`src/keypad_pkg.sv`:
```
// package: register map, field positions and reset values of the keypad interrupt unit
package keypad_pkg;

	localparam int LINE_COUNT = 8;

	// ------------------------------------------------------------
	// special function register addresses
	// ------------------------------------------------------------
	localparam logic [7:0] ADDR_LINE_LEVEL_SELECT = 8'h9c;
	localparam logic [7:0] ADDR_LINE_INTERRUPT_ENABLE = 8'h9d;
	localparam logic [7:0] ADDR_LINE_DETECT_FLAGS = 8'h9e;
	localparam logic [7:0] ADDR_SECOND_IRQ_ENABLE_REG = 8'hb1;
	localparam logic [7:0] ADDR_PRIORITY_LOW_REG = 8'hb2;
	localparam logic [7:0] ADDR_PRIORITY_HIGH_REG = 8'hb3;

	// ------------------------------------------------------------
	// field positions
	// ------------------------------------------------------------
	localparam int GLOBAL_ENABLE_BIT = 0;
	localparam int PRIORITY_BIT = 0;
	localparam int SOFT_CLEAR_LINE = 2;

	// ------------------------------------------------------------
	// reset values
	// ------------------------------------------------------------
	localparam logic [7:0] LINE_REG_RESET = 8'h00;
	localparam logic [7:0] OWN_BIT_MASK = 8'h01;
	// flags cleared by the read: every line except line 2
	localparam logic [7:0] READ_CLEAR_MASK = 8'hfb;

	// register port request, one bus cycle
	typedef struct packed {
		logic rd;
		logic wr;
		logic [7:0] addr;
		logic [7:0] wdata;
	} sfr_req_s;

	// state seen by the core
	typedef struct packed {
		logic irq_request;
		logic wake;
		logic [1:0] priority_level;
	} keypad_status_s;

endpackage

```
`src/line_sync.sv`:
```
// two-stage synchroniser for the eight port inputs
`timescale 1ns/1ns
module line_sync #(
	parameter int WIDTH = 8
) (
	input wire logic ref_clk,
	input wire logic rst,
	input wire logic [WIDTH-1:0] async_in,
	output logic [WIDTH-1:0] sync_out
);
	logic [WIDTH-1:0] stage_one;

	// first stage is read only by the second stage
	always_ff @(posedge ref_clk or posedge rst) begin
		if (rst) begin
			// idle level of the pulled-up pins: a zero here would look like a low level
			// on every line and set false flags for two cycles after reset
			stage_one <= '1;
			sync_out <= '1;
		end else begin
			stage_one <= async_in;
			sync_out <= stage_one;
		end
	end
endmodule // line_sync

```
`src/keypad_level_interrupt.sv`:
```
// keypad level interrupt unit: eight level-detect lines on port one, sfr port to the core
// Behaviour
// - eight port lines are separate sources sharing one keypad vector request
// - level select bit 0 detects low, 1 detects high on that line
// - hardware sets flag n while line n shows its programmed level
// - flag n reaches the request only when its line enable bit is set
// - reading the flag register clears flags 0, 1 and 3 to 7
// - enable bit 0 leaves pin n a plain port pin: its flag still sets but reaches neither the request nor wake
// - one global enable gates the combined request to the core
// - lines are port one alternate function and a keypad event wakes the core
// - flag, enable and level select registers reset to all zeros
// - global enable is bit 0 of the second enable register at b1h
// - priority is two bits high and low, 00 lowest, 11 highest
`timescale 1ns/1ns
module keypad_level_interrupt #(
	parameter int LINES = keypad_pkg::LINE_COUNT
) (
	input wire logic ref_clk,
	input wire logic rst,
	input wire logic [LINES-1:0] port_one,
	input wire keypad_pkg::sfr_req_s sfr_req,
	output logic [7:0] sfr_rdata,
	output logic sfr_hit,
	output logic [LINES-1:0] keypad_pin_claim,
	output keypad_pkg::keypad_status_s status
);
	import keypad_pkg::*;

	// ------------------------------------------------------------
	// registers
	// ------------------------------------------------------------
	logic [LINES-1:0] line_level_select;
	logic [LINES-1:0] line_interrupt_enable;
	logic [LINES-1:0] line_detect_flags;
	logic global_keypad_irq_enable;
	logic keypad_priority_low;
	logic keypad_priority_high;

	logic [LINES-1:0] port_sync;

	line_sync #(
		.WIDTH(LINES)
	) u_line_sync (
		.ref_clk(ref_clk),
		.rst(rst),
		.async_in(port_one),
		.sync_out(port_sync)
	);

	// ------------------------------------------------------------
	// decode
	// ------------------------------------------------------------
	function automatic logic hit(input sfr_req_s r, input logic [7:0] a);
		return (r.rd | r.wr) && (r.addr == a);
	endfunction

	wire sel_lvl = hit(sfr_req, ADDR_LINE_LEVEL_SELECT);
	wire sel_en = hit(sfr_req, ADDR_LINE_INTERRUPT_ENABLE);
	wire sel_flg = hit(sfr_req, ADDR_LINE_DETECT_FLAGS);
	wire sel_ie1 = hit(sfr_req, ADDR_SECOND_IRQ_ENABLE_REG);
	wire sel_ipl = hit(sfr_req, ADDR_PRIORITY_LOW_REG);
	wire sel_iph = hit(sfr_req, ADDR_PRIORITY_HIGH_REG);
	wire any_sel = sel_lvl | sel_en | sel_flg | sel_ie1 | sel_ipl | sel_iph;

	// ------------------------------------------------------------
	// detection and flags
	// ------------------------------------------------------------
	// xnor: select 0 matches a low pin, select 1 a high pin
	wire [LINES-1:0] level_match = ~(port_sync ^ line_level_select);
	wire [LINES-1:0] flag_read_clear = (sfr_req.rd && sel_flg) ?
		READ_CLEAR_MASK[LINES-1:0] : '0;
	// software writes of 0 clear flags; line 2 has no other way out
	wire [LINES-1:0] flag_write_clear = (sfr_req.wr && sel_flg) ?
		~sfr_req.wdata[LINES-1:0] : '0;
	// set beats clear so a held key is never lost
	wire [LINES-1:0] next_flags =
		(line_detect_flags & ~flag_read_clear & ~flag_write_clear) | level_match;
	wire [LINES-1:0] masked_flags = line_detect_flags & line_interrupt_enable;
	wire next_request = (|masked_flags) & global_keypad_irq_enable;
	// wake does not wait for the global enable, only for a line owned by the keypad
	wire next_wake = |(level_match & line_interrupt_enable);

	always_ff @(posedge ref_clk or posedge rst) begin
		if (rst) begin
			line_detect_flags <= LINE_REG_RESET[LINES-1:0];
		end else begin
			line_detect_flags <= next_flags;
		end
	end

	// ------------------------------------------------------------
	// software registers
	// ------------------------------------------------------------
	always_ff @(posedge ref_clk or posedge rst) begin
		if (rst) begin
			line_level_select <= LINE_REG_RESET[LINES-1:0];
			line_interrupt_enable <= LINE_REG_RESET[LINES-1:0];
			global_keypad_irq_enable <= 1'b0;
			keypad_priority_low <= 1'b0;
			keypad_priority_high <= 1'b0;
		end else if (sfr_req.wr) begin
			if (sel_lvl) begin
				line_level_select <= sfr_req.wdata[LINES-1:0];
			end
			if (sel_en) begin
				line_interrupt_enable <= sfr_req.wdata[LINES-1:0];
			end
			if (sel_ie1) begin
				global_keypad_irq_enable <= sfr_req.wdata[GLOBAL_ENABLE_BIT];
			end
			if (sel_ipl) begin
				keypad_priority_low <= sfr_req.wdata[PRIORITY_BIT];
			end
			if (sel_iph) begin
				keypad_priority_high <= sfr_req.wdata[PRIORITY_BIT];
			end
		end
	end

	// ------------------------------------------------------------
	// read data and outputs
	// ------------------------------------------------------------
	// other bits of the shared b1h..b3h registers belong to other units: read 0 here
	wire [7:0] next_rdata =
		sel_lvl ? 8'(line_level_select) :
		sel_en ? 8'(line_interrupt_enable) :
		sel_flg ? 8'(line_detect_flags) :
		sel_ie1 ? {7'h00, global_keypad_irq_enable} :
		sel_ipl ? {7'h00, keypad_priority_low} :
		sel_iph ? {7'h00, keypad_priority_high} : 8'h00;

	always_ff @(posedge ref_clk or posedge rst) begin
		if (rst) begin
			sfr_rdata <= 8'h00;
			sfr_hit <= 1'b0;
			keypad_pin_claim <= '0;
			status <= '0;
		end else begin
			sfr_rdata <= sfr_req.rd ? next_rdata : 8'h00;
			sfr_hit <= any_sel;
			keypad_pin_claim <= line_interrupt_enable;
			status.irq_request <= next_request;
			status.wake <= next_wake;
			status.priority_level <= {keypad_priority_high, keypad_priority_low};
		end
	end

endmodule // keypad_level_interrupt

```
`config.mk`:
```
export PLATFORM = sky130hd
export DESIGN_NAME = keypad_level_interrupt
export DESIGN_NICKNAME = d
export VERILOG_FILES = /design/src/keypad_pkg.sv /design/src/line_sync.sv /design/src/keypad_level_interrupt.sv
export SDC_FILE = /design/constraint.sdc
export NUM_CORES = 1
export LEC_CHECK = 0
export ABC_AREA = 0
export BUFFER_PORTS_ARGS = -buffer_cell sky130_fd_sc_hd__buf_2
export CAP_MARGIN = 20
export CORE_MARGIN = 2
export CORE_UTILIZATION = 49
export DETAILED_ROUTE_END_ITERATION = 8
export PLACE_DENSITY_LB_ADDON = 0.12
export SLEW_MARGIN = 20
export SYNTH_ARGS = -nofsm -noshare
export SYNTH_HDL_FRONTEND = slang
export SYNTH_SLANG_ARGS = --single-unit
```
`constraint.sdc`:
```
create_clock -name ref_clk -period 1.8 [get_ports ref_clk]
set_input_delay 0.18 -clock ref_clk [delete_from_list [all_inputs] [get_ports ref_clk]]
set_output_delay 0.18 -clock ref_clk [all_outputs]
set_load 0.005 [all_outputs]
```
==> results.sh <==
export IMPL_status="completed"
export IMPL_final_hold_violation_count=0
export IMPL_setup_viol=0
export IMPL_most_common_layout_cells="dfrtp_1 (48), buf_2 (48), nor2_1 (18)"
export IMPL_finalCritPeriodShare_pct=80.6
export IMPL_ys_types=33
export IMPL_maxCapViolCount=0
export IMPL_nets=303
export IMPL_grt_pass1_vias=1688
export IMPL_via_per_inst=4.95
export IMPL_die_area_mm2=0.00587
export IMPL_die_w_um=76.6
export IMPL_die_h_um=76.6
export IMPL_avgRoutedWirePerCell_um=14.6
export IMPL_wl_mm=5.10
export IMPL_synth_seq_cells=64
export IMPL_fin_crit_ns=1.45
export IMPL_tns_ns=0
export IMPL_power_per_cell_area_mw_per_mm2=967
export IMPL_register_area_mm2=0.00162
export IMPL_clkTransAtPathRegs_ns=0.06
export IMPL_vias=1731
export IMPL_gp_congestion=0.836
export IMPL_drt_iter0_drc=135
export IMPL_startpoint_type="flop"
export IMPL_synthArstFlopShare_pct=100
export IMPL_row_count=26
export IMPL_hold_class="input pin to flop"
export IMPL_max_slew_margin_rel_pct=73.6
export IMPL_ys_warn_count=0
export IMPL_max_freq_mhz=689
export IMPL_syn_area_mm2=0.00258
export IMPL_ys_flop_type="dfrtp_1"
export IMPL_grt_setup_unrepaired="no"
export IMPL_irDropWorstVdd_mv=0.554
export IMPL_synth_edf_count=0
export IMPL_cp_required_ns=2.00
export IMPL_clock_sinks=64
export IMPL_skew_ns=0.00308
export IMPL_final_antenna_net_count=0
export IMPL_hpwl_mm=3.50
export IMPL_cts_buffers_inserted=9
export IMPL_p_leak_nw=1.61
export IMPL_r2r_slack_ns=0.35
export IMPL_slew_violations=0
export IMPL_grt_max_degree=65
export IMPL_syn_inst=208
export IMPL_start_util_pct=50.6
export IMPL_cts_root_buf="clkbuf_8"
export IMPL_clk_latency_ns=0.33
export IMPL_syn_to_final_growth_pct=26.4
export IMPL_grt_antenna_before_repair=0
export IMPL_pin_count=49
export IMPL_worst_pin_slew_ns=0.394
export IMPL_grtUsageTotal_pct=18.8
export IMPL_cp_max_fo=2
export IMPL_worst_setup_path_type="flop to flop"
export IMPL_drive_above_1_share_pct=37.5
export IMPL_drtPass1Iterations=4
export IMPL_cts_buffer_depth=2
export IMPL_htreeDepth=3
export IMPL_cts_setup_buffers=0
export IMPL_grt_ovfl_total=0
export IMPL_tritoncts="done"
export IMPL_cp_end_kind="flop"
export IMPL_avgSynthCellArea_um2=12.4
export IMPL_io_buffers=48
export IMPL_syn_num_nets=236
export IMPL_core_area_mm2=0.00511
export IMPL_final_util_pct=63.9
export IMPL_cp_arrival_ns=1.66
export IMPL_grt_pass1_wl_mm=8.40
export IMPL_nFillCells=431
export IMPL_ys_seq_area_share_pct=62.8
export IMPL_route_detailed_drc=0
export IMPL_num_antenna_cells=0
export IMPL_multi_input_area_um2=867
## worst paths after layout
kind                                     startpoint                       end  cells past startpoint
min in group asynchronous                       rst      line_level_select[7]                      4
max reg2reg                 u_line_sync.sync_out[4]                 status[2]                      3
min                                      sfr_req[6]      line_level_select[6]                      2
max                         u_line_sync.sync_out[4]                 status[2]                      3
min reg2reg                u_line_sync.stage_one[5]   u_line_sync.sync_out[5]                      0
max in group asynchronous                       rst  u_line_sync.stage_one[4]                      4
## cell usage after synthesis (2+ instances only)
| master | number | area, µm² |
|---|---|---|
| mux2i_1 | 16 | 160 |
| nand3_4 | 2 | 35.0 |
| a22oi_1 | 4 | 30.0 |
| buf_2 | 3 | 15.0 |
| dfrtp_1 | 48 | 1200 |
| mux2_2 | 10 | 113 |
| nand3_1 | 2 | 10.0 |
| clkbuf_1 | 4 | 15.0 |
| xor2_1 | 7 | 61.3 |
| nand2_1 | 12 | 45.0 |
| inv_1 | 17 | 63.8 |
| o22ai_1 | 4 | 25.0 |
| nor2_1 | 18 | 67.6 |
| dfstp_2 | 16 | 420 |
| o21ai_0 | 11 | 55.1 |
| nor2b_1 | 2 | 12.5 |
| a21oi_1 | 16 | 80.1 |
## cell families after synthesis
kind of cell    Yosys count  synth area share (%)
flops                    64                  62.8
simple gates             46                  11.0
compound gates           39                  8.67
mux                      27                  11.1
buf+inv                  24                  3.63
xor+xnor                  8                  2.71
## registers in the layout (all words and copies together) (netlist names), 4 cells and up
register	flops
keypad_pin_claim	8
sfr_rdata	8
u_line_sync.sync_out	8
status	4
line_interrupt_enable	8
line_detect_flags	8
line_level_select	8
u_line_sync.stage_one	8
## power by group
group | internal (mW) | switching (mW) | leakage [nW]
registers | 1.50 | 0.0315 | 0.710
logic | 0.110 | 0.133 | 0.780
clock network | 0.867 | 0.510 | 0.122
## metal layers
metal / vias up / wire (µm) / global-route usage, % / part of all wire [%]
met5: - / 0 / 0 / 0
met4: 0 / 94 / 8.73 / 1.8
met3: 8 / 200 / 3.55 / 3.9
met2: 52 / 2350 / 27.9 / 46
met1: 824 / 2460 / 26.8 / 48
li1: 847 / - / - / -
## area by class of cell
| cell class | count | share of cell area, % |
|---|---|---|
| Clock buffer | 15 | 6.32 |
| Clock inverter | 1 | 0.920 |
| Inverter | 17 | 1.95 |
| Multi-Input combinational cell | 120 | 26.6 |
| Sequential cell | 64 | 49.7 |
| Tap cell | 70 | 2.68 |
| Timing Repair Buffer | 63 | 11.9 |
## what timing repair did
action	in CTS	in global routing
resized for setup	0	0
endpoints found under the setup margin	0	0
hold buffers	9	0
hold endpoints to repair	56	0
## critical path: stages, from the launching register on
cell     delay, ns
dfstp_2       0.53
xor2_1        0.19
o22ai_1       0.11
or4_1         0.50
## per-stage QoR
stage	std cells	setup WS (ns)	hold WS, ns	power (mW)	area, µm²
floorplan	208	0.0484	0.184	1.69	2580
global placement	325	0.255	0.269	1.79	2940
detailed placement	325	0.260	0.269	1.79	2940
CTS	350	0.351	0.0849	3.19	3260
global route	350	0.271	0.103	3.28	3260
finish	350	0.349	0.0962	3.16	3260
(Power assumes the default switching activity.)
